[src/core/cbr_pkg.sv]
// shared constants and carrier types for the conversion buffer and ready logic
package cbr_pkg;
    localparam int unsigned CBR_WORD_W    = 24;   // conversion word width
    localparam int unsigned CBR_CH_W      = 2;    // channel tag width
    localparam int unsigned CBR_CLK_MHZ   = 25;   // system clock rate
    localparam int unsigned CBR_PULSE_NS  = 80;   // ready pulse width in pulse format
    // least time, rounded up to whole cycles, at least one
    localparam int unsigned CBR_PULSE_CYC =
        ((CBR_PULSE_NS * CBR_CLK_MHZ + 999) / 1000) < 1 ? 1 :
        ((CBR_PULSE_NS * CBR_CLK_MHZ + 999) / 1000);
    localparam int unsigned CBR_CNT_W     = 4;    // pulse counter width

    localparam logic        CBR_FMT_LEVEL = 1'b0; // ready as a level
    localparam logic        CBR_FMT_PULSE = 1'b1; // ready as a short pulse

    // one word on its way to the serial shifter
    typedef struct packed {
        logic [CBR_CH_W-1:0]   chan;  // channel the word belongs to
        logic                  last;  // last channel of the frame
        logic [CBR_WORD_W-1:0] data;  // conversion result
    } cbr_word_t;

    localparam int unsigned CBR_ITEM_W = $bits(cbr_word_t);

    // shifter sequencer states, gray along the path
    typedef enum logic [1:0] {
        CBR_IDLE  = 2'b00,
        CBR_SHIFT = 2'b01
    } cbr_seq_t;
endpackage

[src/core/cbr_pair_buf.sv]
// two-entry buffer with valid and ready on both sides
`timescale 1ns/1ps
module cbr_pair_buf #(
    parameter int unsigned WIDTH = 8,
    parameter int unsigned DEPTH = 2
) (
    input  wire logic             clk,
    input  wire logic             rst,
    input  wire logic             clr,
    input  wire logic             in_valid,
    output logic                  in_ready,
    input  wire logic [WIDTH-1:0] in_data,
    output logic                  out_valid,
    input  wire logic             out_ready,
    output logic      [WIDTH-1:0] out_data
);
    localparam int unsigned PW = (DEPTH > 1) ? $clog2(DEPTH) : 1;

    logic [WIDTH-1:0] mem_r [DEPTH];   // storage entries
    logic [PW-1:0]    wr_r;            // write pointer
    logic [PW-1:0]    rd_r;            // read pointer
    logic [PW:0]      cnt_r;           // entries held
    logic             push;            // accepted write
    logic             pop;             // accepted read

    assign in_ready  = (cnt_r != (PW+1)'(DEPTH));
    assign out_valid = (cnt_r != '0);
    assign push      = in_valid & in_ready;
    assign pop       = out_valid & out_ready;
    assign out_data  = mem_r[rd_r];

    // pointer wrap helper
    function automatic logic [PW-1:0] bump(input logic [PW-1:0] p);
        bump = (p == PW'(DEPTH-1)) ? '0 : PW'(p + 1'b1);
    endfunction

    // entry storage
    always_ff @(posedge clk) begin
        if (rst) begin
            for (int i = 0; i < DEPTH; i++) begin
                mem_r[i] <= '0;
            end
        end else if (push) begin
            mem_r[wr_r] <= in_data;
        end
    end

    // pointers and fill count
    always_ff @(posedge clk) begin
        if (rst || clr) begin
            wr_r  <= '0;
            rd_r  <= '0;
            cnt_r <= '0;
        end else begin
            if (push) begin
                wr_r <= bump(wr_r);
            end
            if (pop) begin
                rd_r <= bump(rd_r);
            end
            if (push && !pop) begin
                cnt_r <= cnt_r + 1'b1;
            end else if (pop && !push) begin
                cnt_r <= cnt_r - 1'b1;
            end
        end
    end
endmodule

[src/core/cbr_top.sv]
// per-channel output buffer, fifo stage, word shifter feed and ready pin
`timescale 1ns/1ps
// Notes on behaviour
// - read stage: new result loads both stages
// - repeated reads keep contents until next conversion
// - unread stage: only output buffer updates
// - reading stale result copies newer one in
// - next read shifts out the newer result
// - second unread conversion overwrites both stages
// - serial words always come from fifo stage
// - one buffer pair per channel, one word
// - level format: low until data shifted out
// - pulse format: short low pulse per result
// - level: unread at conversion gives brief high
// - pulse: unread conversion skips one pulse
// - ready flag clears with each read of a current result
// - clear strobe empties stages, restarts conversions
// - level: narrow blip after first stale read
module cbr_top
    import cbr_pkg::*;
#(
    parameter int unsigned NCH       = 3,            // channel count
    parameter int unsigned PULSE_CYC = CBR_PULSE_CYC // ready pulse cycles
) (
    input  wire logic                  clk,
    input  wire logic                  rst,
    input  wire logic                  conv_done,
    input  wire logic [CBR_WORD_W-1:0] conv_data [NCH],
    input  wire logic                  ready_signal_format,
    input  wire logic                  frame_rd,
    output cbr_word_t                  word_data,
    output logic                       word_valid,
    input  wire logic                  word_ready,
    input  wire logic                  sync_clear_pin_n,
    output logic                       restart_conv,
    output logic                       result_ready_pin_n,
    output logic [NCH-1:0]             data_ready_flag,
    output logic                       frame_busy
);
    logic [CBR_WORD_W-1:0] outbuf_r [NCH];   // output buffer per channel
    logic [CBR_WORD_W-1:0] fifo_r   [NCH];   // fifo stage per channel
    logic [NCH-1:0]        unread_r;         // fifo stage not yet read
    logic [NCH-1:0]        pending_r;        // output buffer newer than fifo
    logic [NCH-1:0]        rd_done;          // word of channel fully shifted
    logic [NCH-1:0]        reload;           // stale word read, newer copied
    logic [NCH-1:0]        skip;             // conversion lands on unread word
    logic                  word_fire;        // shifter took a word
    logic                  frame_end;        // last word of frame taken
    logic                  sync_s1_r;        // pin synchroniser, first stage
    logic                  sync_s2_r;        // pin synchroniser, second stage
    logic                  sync_s3_r;        // delayed copy for edge detect
    logic                  clear;            // clear strobe seen
    logic                  restart_r;        // restart pulse register
    cbr_seq_t              seq_r;            // sequencer state
    logic [CBR_CH_W-1:0]   idx_r;            // channel being queued
    cbr_word_t             push_item;        // word offered to buffer
    logic                  push_valid;       // word offered
    logic                  push_ready;       // buffer can take word
    logic                  lvl_low_r;        // level format holds pin low
    logic                  blip_r;           // one-cycle high blip
    logic [CBR_CNT_W-1:0]  pulse_cnt_r;      // pulse format low counter
    logic                  pin_r;            // registered pin level
    logic                  new_evt;          // conversion or reload event
    logic                  pulse_evt;        // pulse format ready event

    // pin synchroniser, the second stage and its delayed copy feed logic
    always_ff @(posedge clk) begin
        if (rst) begin
            sync_s1_r <= 1'b1;
            sync_s2_r <= 1'b1;
            sync_s3_r <= 1'b1;
        end else begin
            sync_s1_r <= sync_clear_pin_n;
            sync_s2_r <= sync_s1_r;
            sync_s3_r <= sync_s2_r;
        end
    end

    // falling edge of the clear pin is the strobe
    assign clear = sync_s3_r & ~sync_s2_r;

    // conversion restart pulse
    always_ff @(posedge clk) begin
        if (rst) begin
            restart_r <= 1'b0;
        end else begin
            restart_r <= clear;
        end
    end
    assign restart_conv = restart_r;

    // completed words identified by channel tag
    assign word_fire = word_valid & word_ready;
    assign frame_end = word_fire & word_data.last;

    // per-channel buffer pair
    for (genvar c = 0; c < NCH; c++) begin : g_ch
        logic                  u_mid;   // unread after the read
        logic                  p_mid;   // pending after the read
        logic [CBR_WORD_W-1:0] f_mid;   // fifo after the read

        assign rd_done[c] = word_fire && (word_data.chan == CBR_CH_W'(c));
        assign reload[c]  = rd_done[c] & pending_r[c];
        // a read of a current word clears its unread state
        assign u_mid = rd_done[c] ? pending_r[c] : unread_r[c];
        assign p_mid = rd_done[c] ? 1'b0 : pending_r[c];
        assign f_mid = reload[c] ? outbuf_r[c] : fifo_r[c];
        assign skip[c] = u_mid & ~p_mid;

        // output buffer follows every conversion
        always_ff @(posedge clk) begin
            if (rst || clear) begin
                outbuf_r[c] <= '0;
            end else if (conv_done) begin
                outbuf_r[c] <= conv_data[c];
            end
        end

        // fifo stage and its read state
        always_ff @(posedge clk) begin
            if (rst || clear) begin
                fifo_r[c]    <= '0;
                unread_r[c]  <= 1'b0;
                pending_r[c] <= 1'b0;
            end else if (conv_done) begin
                if (!u_mid) begin
                    fifo_r[c]    <= conv_data[c];
                    unread_r[c]  <= 1'b1;
                    pending_r[c] <= 1'b0;
                end else if (!p_mid) begin
                    fifo_r[c]    <= f_mid;
                    unread_r[c]  <= 1'b1;
                    pending_r[c] <= 1'b1;
                end else begin
                    fifo_r[c]    <= conv_data[c];
                    unread_r[c]  <= 1'b1;
                    pending_r[c] <= 1'b0;
                end
            end else begin
                fifo_r[c]    <= f_mid;
                unread_r[c]  <= u_mid;
                pending_r[c] <= p_mid;
            end
        end
    end

    // status flags show unread words, cleared by reads
    assign data_ready_flag = unread_r;

    // shifter sequencer: queues each channel's fifo word
    always_ff @(posedge clk) begin
        if (rst || clear) begin
            seq_r <= CBR_IDLE;
            idx_r <= '0;
        end else begin
            unique case (seq_r)
                CBR_IDLE: begin
                    if (frame_rd) begin
                        seq_r <= CBR_SHIFT;
                        idx_r <= '0;
                    end
                end
                CBR_SHIFT: begin
                    if (push_ready) begin
                        if (idx_r == CBR_CH_W'(NCH-1)) begin
                            seq_r <= CBR_IDLE;
                        end else begin
                            idx_r <= idx_r + 1'b1;
                        end
                    end
                end
                default: begin
                    seq_r <= CBR_IDLE;
                end
            endcase
        end
    end

    // words offered to the buffer come from the fifo stage only
    assign push_valid     = (seq_r == CBR_SHIFT);
    assign push_item.chan = idx_r;
    assign push_item.last = (idx_r == CBR_CH_W'(NCH-1));
    assign push_item.data = fifo_r[idx_r];
    assign frame_busy     = (seq_r == CBR_SHIFT) | word_valid;

    // two-entry buffer so a stalled shifter loses no word
    cbr_pair_buf #(
        .WIDTH (CBR_ITEM_W),
        .DEPTH (2)
    ) u_buf (
        .clk       (clk),
        .rst       (rst),
        .clr       (clear),
        .in_valid  (push_valid),
        .in_ready  (push_ready),
        .in_data   (push_item),
        .out_valid (word_valid),
        .out_ready (word_ready),
        .out_data  (word_data)
    );

    // ready events; a conversion onto an unread channel 0 word with no newer result pending skips a pulse
    assign new_evt   = conv_done | (|reload);
    assign pulse_evt = conv_done & ~skip[0];

    // level format: low until shifted out, blip high on repeat events
    always_ff @(posedge clk) begin
        if (rst || clear) begin
            lvl_low_r <= 1'b0;
            blip_r    <= 1'b0;
        end else if (new_evt) begin
            lvl_low_r <= 1'b1;
            blip_r    <= lvl_low_r & ~frame_end;
            if (frame_end) begin
                blip_r <= 1'b1;
            end
        end else begin
            blip_r <= 1'b0;
            if (frame_end) begin
                lvl_low_r <= 1'b0;
            end
        end
    end

    // pulse format low-time counter
    always_ff @(posedge clk) begin
        if (rst || clear) begin
            pulse_cnt_r <= '0;
        end else if (pulse_evt) begin
            pulse_cnt_r <= CBR_CNT_W'(PULSE_CYC);
        end else if (pulse_cnt_r != '0) begin
            pulse_cnt_r <= pulse_cnt_r - 1'b1;
        end
    end

    // registered pin, high when idle
    always_ff @(posedge clk) begin
        if (rst) begin
            pin_r <= 1'b1;
        end else if (ready_signal_format == CBR_FMT_PULSE) begin
            pin_r <= (pulse_cnt_r == '0);
        end else begin
            pin_r <= ~lvl_low_r | blip_r;
        end
    end
    assign result_ready_pin_n = pin_r;
endmodule

[config.mk]
export PLATFORM = sky130hd
export DESIGN_NAME = cbr_top
export DESIGN_NICKNAME = d
export VERILOG_FILES = /design/src/core/cbr_pkg.sv /design/src/core/cbr_pair_buf.sv /design/src/core/cbr_top.sv
export SDC_FILE = /design/constraint.sdc
export NUM_CORES = 1
export LEC_CHECK = 0
export ABC_AREA = 0
export CORE_MARGIN = 3
export CORE_UTILIZATION = 50
export DETAILED_ROUTE_END_ITERATION = 7
export DONT_BUFFER_PORTS = 1
export PLACE_DENSITY = 0.69
export SETUP_SLACK_MARGIN = 0.3
export SYNTH_ARGS = -nofsm -noshare
export SYNTH_HDL_FRONTEND = slang
export SYNTH_SLANG_ARGS = --single-unit
[constraint.sdc]
create_clock -name clk -period 3.1 [get_ports clk]
set_input_delay 0.155 -clock clk [delete_from_list [all_inputs] [get_ports clk]]
set_output_delay 0.155 -clock clk [all_outputs]
set_load 0.02 [all_outputs]
==> results.yml, run 1 <==
outcome:
  outcome: "finished, final reports clean"
floorplan:
  fp.dieH_um: 150.9
  row_count: 52
  start_util_pct: 51.38
  dieArea_um2: 22770
  core_area_um2: 20430
  die_w_um: 150.9
  ioPinCount: 113
timing:
  drv_slew: 0
  hold_viol: 0
  setup_viol: 0
  max-slew-margin-rel_pct: 23.08
  tightest_slew_ps: 1154
  setup_ws_ps: 470.5
  finalSetupTns_ps: 0
  clock_skew_ps: 7.590
  rsz0062_at_grt: "false"
  fin_crit_ps: 2629
  clock.fmax_mhz: 380.3
  period_share_pct: 84.82
synth:
  syn_area_per_cell_um2: 12.35
  ys_ff_latch: 225
  syn_area_um2: 10500
  synth_top_area_share_pct: 56.65
  yosys.area.top_type: "edfxtp_1"
  ys_async_sr_fraction_pct: 0
  synth_edf_count: 198
  synth-main-ff-cell: "edfxtp_1"
  ys_types: 55
  yosysSeqAreaShare_pct: 61.80
  ys_top_cells_by_area: "edfxtp_1 (57%), and3_1 (7.2%), dfxtp_1 (5.1%)"
  yosys_warnings: 0
  synthCells: 850
global_route:
  overflow: 0
  grt_usage_pct: 21.15
  grt_pass1_wl_mm: 37.88
  grt_antenna_before_repair: 0
  grt_pass1_vias: 6774
  grt_max_degree: 123
cts:
  cts_setup_buffers: 0
  clk_latency_ps: 510
  clk_pin_slew_worst_paths_ps: 60
  numCtsBuffers: 25
  cts_htree_levels: 1
  cts_resized: 0
  cts_tree: "yes"
  clock-sinks: 225
  cts-root-buf: "clkbuf_16"
  clockBufferDepth: 3
finish:
  regArea_um2: 6486
  multi_input_area_um2: 3849
  area_delta_synth_final_pct: 20.27
  drive_gt1_share_pct: 10.26
  fin_area_um2: 12620
  diodes: 0
  instances_no_fill: 1264
  fillers: 1610
  fin_nets: 1057
drt:
  avgRoutedWirePerCell_um: 19.17
  via_per_inst: 5.624
  dr.pass1.iters: 5
  drt_iter0_drc: 648
  ant_nets: 0
  num_vias: 7109
  drc_errors: 0
  wl_mm: 24.23
critical_path:
  worstSetupPathType: "reg2reg"
  worstPathArrival_ps: 2880
  critPathMaxFanout: 24
  worst-endpoint-required_ps: 3350
  cp-start-kind: "register"
  end_kind: "register"
  rrSetupSlack_ps: 470
power_and_ir_drop:
  p_per_area_nw_per_um2: 632.4
  ir_worst_vdd_mv: 0.4405
  leakagePower_nw: 5.148
placed_design:
  routabilityCongestion: 0.7744
  dp.cells: 1141
  dp_hpwl_mm: 14.48
  io_buffers: 0
  dpl_cell_area_um2: 11000
  pre_cts_ws_ps: 540.1
worst_hold_path:
  hold_class: "in2reg"
job:
  drv_cap: 0
sequential cells by signal, summed over array words and instances (netlist names), 2 cells and up, named ones only:
| register | flops |
|---|---|
| data_ready_flag | 3 |
| fifo_r | 72 |
| idx_r | 2 |
| outbuf_r | 72 |
| pending_r | 3 |
| pulse_cnt_r | 4 |
| u_buf.cnt_r | 2 |
| u_buf.mem_r | 54 |
timing repair:
item,in CTS,in global routing
setup endpoints to repair,0,0
hold buffers,78,0
endpoints found under the hold margin,111,0
power by group:
group	leakage, nW	total [mW]	switching [mW]	internal (mW)
sequential	2.33	3.74	0.135	3.60
combinational	2.41	1.29	0.810	0.479
clock	0.410	2.96	1.15	1.80
total	5.15	7.98	2.10	5.88
per-stage QoR:
step | total power, mW | hold slack, ps | utilization [%]
2_1_floorplan | 4.713 | 258.8 | -
3_3_place_gp | 4.949 | 262.1 | 53.85
3_5_place_dp | 4.976 | 263.5 | 53.85
4_1_cts | 8.041 | 43.36 | 61.79
5_1_grt | 8.302 | 73.99 | 61.79
6_report | 7.983 | 70.26 | 61.79
worst paths after layout:
check | end | start | depth (start not counted)
hold reg to reg | sync_s2_r | sync_s1_r | 1
hold / removal | pending_r[0] | conv_done | 3
setup reg to reg | fifo_r[0][2] | register | 5
setup / recovery | fifo_r[0][2] | register | 5
logic make-up (layout without fill, tap and decap cells):
family                     count (synthesis)  after routing  synth area share, %
AOI/OAI and AO/OA                        163            163                12.67
xor gates and xnor gates                   5              5               0.4173
adders and majority gates                  2              2               0.2384
buffers and inverters                    110            183                4.291
DFF                                      225            225                61.80
muxes                                     51             51                5.281
other                                      1             72              0.03573
and+or+nand+nor                          293            293                15.27
cells in the final DEF, fill, tap and decap left out, types with 4 or more instances in the layout:
cell type	n
a21oi_1	33
a221o_1	48
a31oi_1	24
and3_1	120
buf_4	18
bufinv_16	4
clkbuf_16	25
clkinv_1	6
clkinv_2	7
conb_1	72
dfxtp_1	27
dlygate4sd3_1	77
edfxtp_1	198
inv_1	36
mux2_2	25
mux2i_1	25
nand2_1	9
nand2b_1	26
nand3_1	4
nor2_1	88
nor3_1	4
o2111a_1	24
o21ai_0	6
or3_1	28
routing by layer:
metal  vias up  part of all wire, %  GRT usage, %
met3        29                  6.4         3.680
met2       213                   44         32.24
li1       3442                    -             -
met5         -                    0             0
met1      3425                   48         32.53
met4         0                  1.5         3.400
worst max-delay path, cell delays in order (launching register included):
cell and delay (ps):
dfxtp_1 510, mux2i_1 440, inv_2 170, o41ai_2 440, a21oi_2 350, a221o_1 450
area by class of cell:
type | instances | area share, %
sequential | 225 | 51.38
clock inverter | 18 | 1.517
multi-input combinational | 586 | 30.49
clock buffer | 27 | 5.015
tap | 270 | 2.676
timing repair buffer | 98 | 7.711
inverter | 40 | 1.209
cell usage after synthesis, drive strengths merged, types with 2 or more instances:
library cell	count
o2111a	24
o31ai	3
nor3b	2
nor4	3
nand2b	26
a21oi	37
mux2i	26
xnor2	3
nand2	9
a221o	48
nor2	89
mux2	25
ha	2
o311ai	2
o21a	2
clkbuf	56
or2	3
xor2	2
o21ai	9
a31oi	24
inv	39
buf	14
o211ai	3
edfxtp	198
or3	28
and3	120
nand3	4
a211oi	3
nor2b	3
nor3	4
dfxtp	27
Power figures use the tool's default switching activity.
==> run 2: changes to the inputs <==
--- a/config.mk
+++ b/config.mk
@@ -10,7 +10,7 @@
 export CORE_UTILIZATION = 50
 export DETAILED_ROUTE_END_ITERATION = 7
 export DONT_BUFFER_PORTS = 1
-export PLACE_DENSITY = 0.69
+export PLACE_DENSITY = 0.66
 export SETUP_SLACK_MARGIN = 0.3
 export SYNTH_ARGS = -nofsm -noshare
 export SYNTH_HDL_FRONTEND = slang
==> constraint.sdc (replaced) <==
create_clock -name clk -period 2.7 [get_ports clk]
set_input_delay 0.135 -clock clk [delete_from_list [all_inputs] [get_ports clk]]
set_output_delay 0.135 -clock clk [all_outputs]
set_load 0.02 [all_outputs]
==> run 2 against run 1 <==
Compared with the run above: count of clock-buffer cells in the layout did not move; maximum frequency increased by 19%; via count rose by 2.5%; critical path type unchanged; die area unchanged; utilization barely moved; wire length rose by 3.6%.
==> results.yml, run 2 (synthesis results as in run 1) <==
outcome:
  outcome: "finished, final reports clean"
global_route:
  overflow: 0
  grt_pass1_vias: 7221
  grt_pass1_wl_mm: 39.44
  grt_usage_pct: 21.90
  grt_antenna_before_repair: 1
  grt_max_degree: 97
drt:
  wl_mm: 25.09
  num_vias: 7284
  drt_iter0_drc: 660
  drc_errors: 0
  via_per_inst: 5.749
  dr.pass1.iters: 5
  ant_nets: 0
  avgRoutedWirePerCell_um: 19.80
finish:
  fin_area_um2: 12620
  top_regs: "fifo_r x72, outbuf_r x72, u_buf.mem_r x54"
  fin_nets: 1061
  final_common_cell: "edfxtp_1"
  final_util_pct: 61.78
  instances_no_fill: 1267
  drive_gt1_share_pct: 10.74
  layout_common_cells: "edfxtp_1 (198), and3_1 (120), nor2_1 (88), dlygate4sd3_1 (77), conb_1 (72)"
  fillers: 1567
  area_delta_synth_final_pct: 20.24
critical_path:
  worstReg2RegStart: "u_buf.mem_r[1][26]"
  cp-startpoint: "u_buf.mem_r[1][26]"
  worstPathArrival_ps: 2460
  crit_slowest_cell: "a211o_1"
  worstSetupPathType: "reg2reg"
  cp_cell_sequence: "and3b_1 > o211a_1 > a211o_1 > o2111a_1"
  reg2reg_depth: 4
  rrSetupSlack_ps: 490
  end_kind: "register"
  crit_path_end: "fifo_r[2][19]"
  critPathMaxFanout: 25
  worst-endpoint-required_ps: 2960
  cp-start-kind: "register"
  critPathMaxStageDelay_ps: 640
  rr_endpoint: "fifo_r[2][19]"
floorplan:
  die_w_um: 150.9
  core_area_um2: 20430
  ioPinCount: 113
  dieArea_um2: 22770
  fp.dieH_um: 150.9
  row_count: 52
  start_util_pct: 51.38
power_and_ir_drop:
  switchingPower_mw: 2.418
  p_int_mw: 6.569
  p_per_area_nw_per_um2: 712.1
  power_frac_seq_pct: 47.8
  leakagePower_nw: 5.139
  clockPowerShare_pct: 35.3
  switching_share_pct: 26.91
  combPwrFrac_pct: 16.9
  ir_worst_vdd_mv: 0.4364
  total_power_mw: 8.987
worst_hold_path:
  hold_class: "in2reg"
cts:
  clk_pin_slew_worst_paths_ps: 60
  cts_htree_levels: 1
  cts_tree: "yes"
  clock-sinks: 225
  numCtsBuffers: 24
  clk_latency_ps: 510
  cts-root-buf: "clkbuf_16"
  clockBufferDepth: 3
timing:
  timing.hold.ws_ps: 43.26
  period_share_pct: 81.83
  setup_viol: 0
  hold_viol: 0
  clock.fmax_mhz: 452.6
  finalSetupTns_ps: 0
  clock_skew_ps: 8.409
  fin_crit_ps: 2209
  rsz0062_at_grt: "false"
  max-slew-margin-rel_pct: 34.07
  drv_slew: 0
  setup_ws_ps: 490.6
  tightest_slew_ps: 989.0
placed_design:
  pre_cts_ws_ps: 61.93
  routabilityCongestion: 0.8112
  dpl_cell_area_um2: 11000
  dp.cells: 1143
  io_buffers: 0
  dp_hpwl_mm: 15.69
job:
  drv_cap: 0
==> run 2: final cells by class <==
| class | instances | area, um2 | area share [%] |
|---|---|---|---|
| diodes | 1 | 2.502 | 0.01983 |
| clock buffers | 27 | 633.1 | 5.016 |
| clock inverters | 15 | 125.1 | 0.9914 |
| inverters | 40 | 152.6 | 1.209 |
| multi-input cells | 587 | 3891 | 30.83 |
| flip-flops and latches | 225 | 6487 | 51.40 |
| well taps | 270 | 337.8 | 2.677 |
| repair buffers | 102 | 991.0 | 7.852 |
==> run 2: metal layers <==
layer  vias up  global-route usage (%)  share of wire [%]
li1       3452                       -                  -
met1      3557                   32.38                 46
met2       230                   34.23                 46
met3        45                   3.501                6.2
met4         0                   5.304                1.8
met5         -                       0                  0
==> run 2: what timing repair did <==
action                     CTS  global route
buffers inserted             0             2
resized for setup            4             2
hold buffers                78             0
cloned                       0             1
hold endpoints to repair   112             0
setup endpoints to repair   24            24
pin swaps                    0             2
==> run 2: how the worst min path moves through the flow <==
stage | start | endpoint | depth (start not counted)
global route | conv_done | pending_r[0] | 3
detailed placement | sync_clear_pin_n | sync_s1_r | 1
CTS | conv_done | pending_r[0] | 3
global placement | sync_clear_pin_n | sync_s1_r | 1
finish | conv_done | pending_r[0] | 3
floorplan | sync_clear_pin_n | sync_s1_r | 1
==> run 2: power groups by stage <==
stage          Clock (mW)  Sequential [mW]  Combinational [mW]
3_3_place_gp            0             4.34                1.33
2_1_floorplan           0             4.31                1.10
6_report             3.18             4.30                1.52
5_1_grt              3.37             4.33                1.64
4_1_cts              3.24             4.29                1.51
3_5_place_dp            0             4.37                1.37
==> run 2: worst max-delay path, delay by kind of cell, from the launching register on <==
kind            cells  cell delay, ps
simple gates        1             220
compound gates      3            1300
flops               1             420
==> run 3: changes to the inputs <==
==> constraint.sdc (replaced) <==
create_clock -name clk -period 2.1 [get_ports clk]
set_input_delay 0.105 -clock clk [delete_from_list [all_inputs] [get_ports clk]]
set_output_delay 0.105 -clock clk [all_outputs]
set_load 0.02 [all_outputs]
==> run 3 against run 2 <==
Compared with the run above: largest power group unchanged; clock skew rose by 5.3 ps; sequential cell count unchanged; critical path depth increased by 2; highest routed layer unchanged; clock power rose by 37%.
==> results.yml, run 3 (synthesis results as in run 1) <==
outcome:
  outcome: "finished, final reports clean"
floorplan:
  fp.dieH_um: 150.9
  core_area_um2: 20430
  ioPinCount: 113
  start_util_pct: 51.38
  die_w_um: 150.9
  dieArea_um2: 22770
  row_count: 52
timing:
  rsz0062_at_grt: "true"
  setup_viol: 0
  hold_viol: 0
  period_share_pct: 95.61
  timing.hold.ws_ps: 32.00
  drv_slew: 0
  clock_skew_ps: 13.66
  clock.fmax_mhz: 498.0
  finalSetupTns_ps: 0
  fin_crit_ps: 2008
drt:
  ant_nets: 0
  dr.pass1.iters: 5
  avgRoutedWirePerCell_um: 20.87
  via_per_inst: 5.816
  drt_iter0_drc: 807
  wl_mm: 27.13
  num_vias: 7561
  drc_errors: 0
power_and_ir_drop:
  leakagePower_nw: 5.392
  p_per_area_nw_per_um2: 917.2
  total_power_mw: 12.14
  ir_worst_vdd_mv: 0.7572
critical_path:
  rr_endpoint: "fifo_r[0][22]"
  worst-endpoint-required_ps: 2360
  rrSetupSlack_ps: 90
  cp-start-kind: "register"
  end_kind: "register"
  critPathMaxFanout: 6
  reg2reg_depth: 6
  worstPathArrival_ps: 2270
  worstSetupPathType: "reg2reg"
finish:
  final_common_cell: "edfxtp_1"
  layout_common_cells: "edfxtp_1 (198), and3_1 (120), nor2_1 (87), dlygate4sd3_1 (78), conb_1 (72)"
  final_util_pct: 64.80
  area_delta_synth_final_pct: 26.12
  top_regs: "fifo_r x72, outbuf_r x72, u_buf.mem_r x54"
  fin_area_um2: 13240
  fin_nets: 1093
  drive_gt1_share_pct: 14.19
  fillers: 1533
worst_hold_path:
  hold_class: "in2reg"
  worstHoldStart: "rst"
  hold-path-endpoint: "pulse_cnt_r[1]"
  worstHoldPathCells: 3
cts:
  clk_pin_slew_worst_paths_ps: 60
  cts-root-buf: "clkbuf_16"
  clockBufferDepth: 3
  cts_htree_levels: 1
  clk_latency_ps: 520
  numCtsBuffers: 24
  clock-sinks: 225
  cts_tree: "yes"
global_route:
  grt_pass1_wl_mm: 41.54
  grt_pass1_vias: 7398
  grt_max_degree: 123
  grt_antenna_before_repair: 1
  grt_usage_pct: 23.36
  overflow: 0
placed_design:
  routabilityCongestion: 0.8459
  io_buffers: 0
  dp_hpwl_mm: 15.64
  dpl_cell_area_um2: 11320
job:
  drv_cap: 0
==> run 3: cell types whose count changed in the layout (fill, tap and decap cells not counted), sizes merged, moves of 2 or more <==
| cell | delta |
|---|---|
| clkbuf | +6 |
| a21oi | +4 |
| bufinv | +2 |
| clkinv | -3 |
| buf | +25 |
==> run 3: critical path, cell delays in order, from the launching register on <==
cell and delay (ps):
dfxtp_4 400, mux2i_4 270, inv_4 90, o41ai_4 340, buf_4 210, a21oi_4 110, a221o_1 340
==> run 3: final cells by class <==
class	instances	area, um2	area share (%)
inverter	40	155.1	1.172
clock inverter	13	165.2	1.248
antenna	1	2.502	0.01890
multi-input combinational	590	4030	30.44
tap	270	337.8	2.552
clock buffer	30	644.4	4.868
sequential	225	6490	49.03
timing repair buffer	131	1413	10.67
==> run 3: report_power, final <==
part           total [mW]  internal (mW)  leakage, nW  switching (mW)
registers            5.51           5.32         2.33           0.190
logic                2.27          0.911         2.67            1.36
clock network        4.36           2.66        0.395            1.70
==> run 3: worst max path at each step <==
stage,start,endpoint,slack [ps]
after floorplan,register,fifo_r[0][10],100
after global placement,register,fifo_r[0][2],30
after detailed placement,register,fifo_r[0][0],-50
after CTS,register,fifo_r[0][22],110
after global routing,register,fifo_r[0][22],5
final,register,fifo_r[0][22],90
==> run 3: stage by stage <==
stage	worst slack, ps	cells
4_1_cts	105.9	1293
3_5_place_dp	-47.45	1155
2_1_floorplan	96.99	921
5_1_grt	4.844	1300
3_3_place_gp	28.97	1155
6_report	92.13	1300
==> run 3: routing by layer <==
| layer | vias to the layer above | track usage (%) | wire, um |
|---|---|---|---|
| li1 | 3524 | - | - |
| met1 | 3666 | 34.16 | 11890 |
| met2 | 326 | 37.13 | 12730 |
| met3 | 45 | 3.052 | 1935 |
| met4 | 0 | 6.210 | 571 |
| met5 | - | 0 | 0 |
==> run 3: repair_timing <==
| action | 4_1_cts | 5_1_grt |
|---|---|---|
| hold buffers | 79 | 0 |
| resized for setup | 14 | 6 |
| gates cloned | 4 | 4 |
| endpoints found under the setup margin | 102 | 117 |
| setup buffers | 12 | 2 |
| pin swaps | 9 | 18 |
| hold endpoints to repair | 132 | 0 |
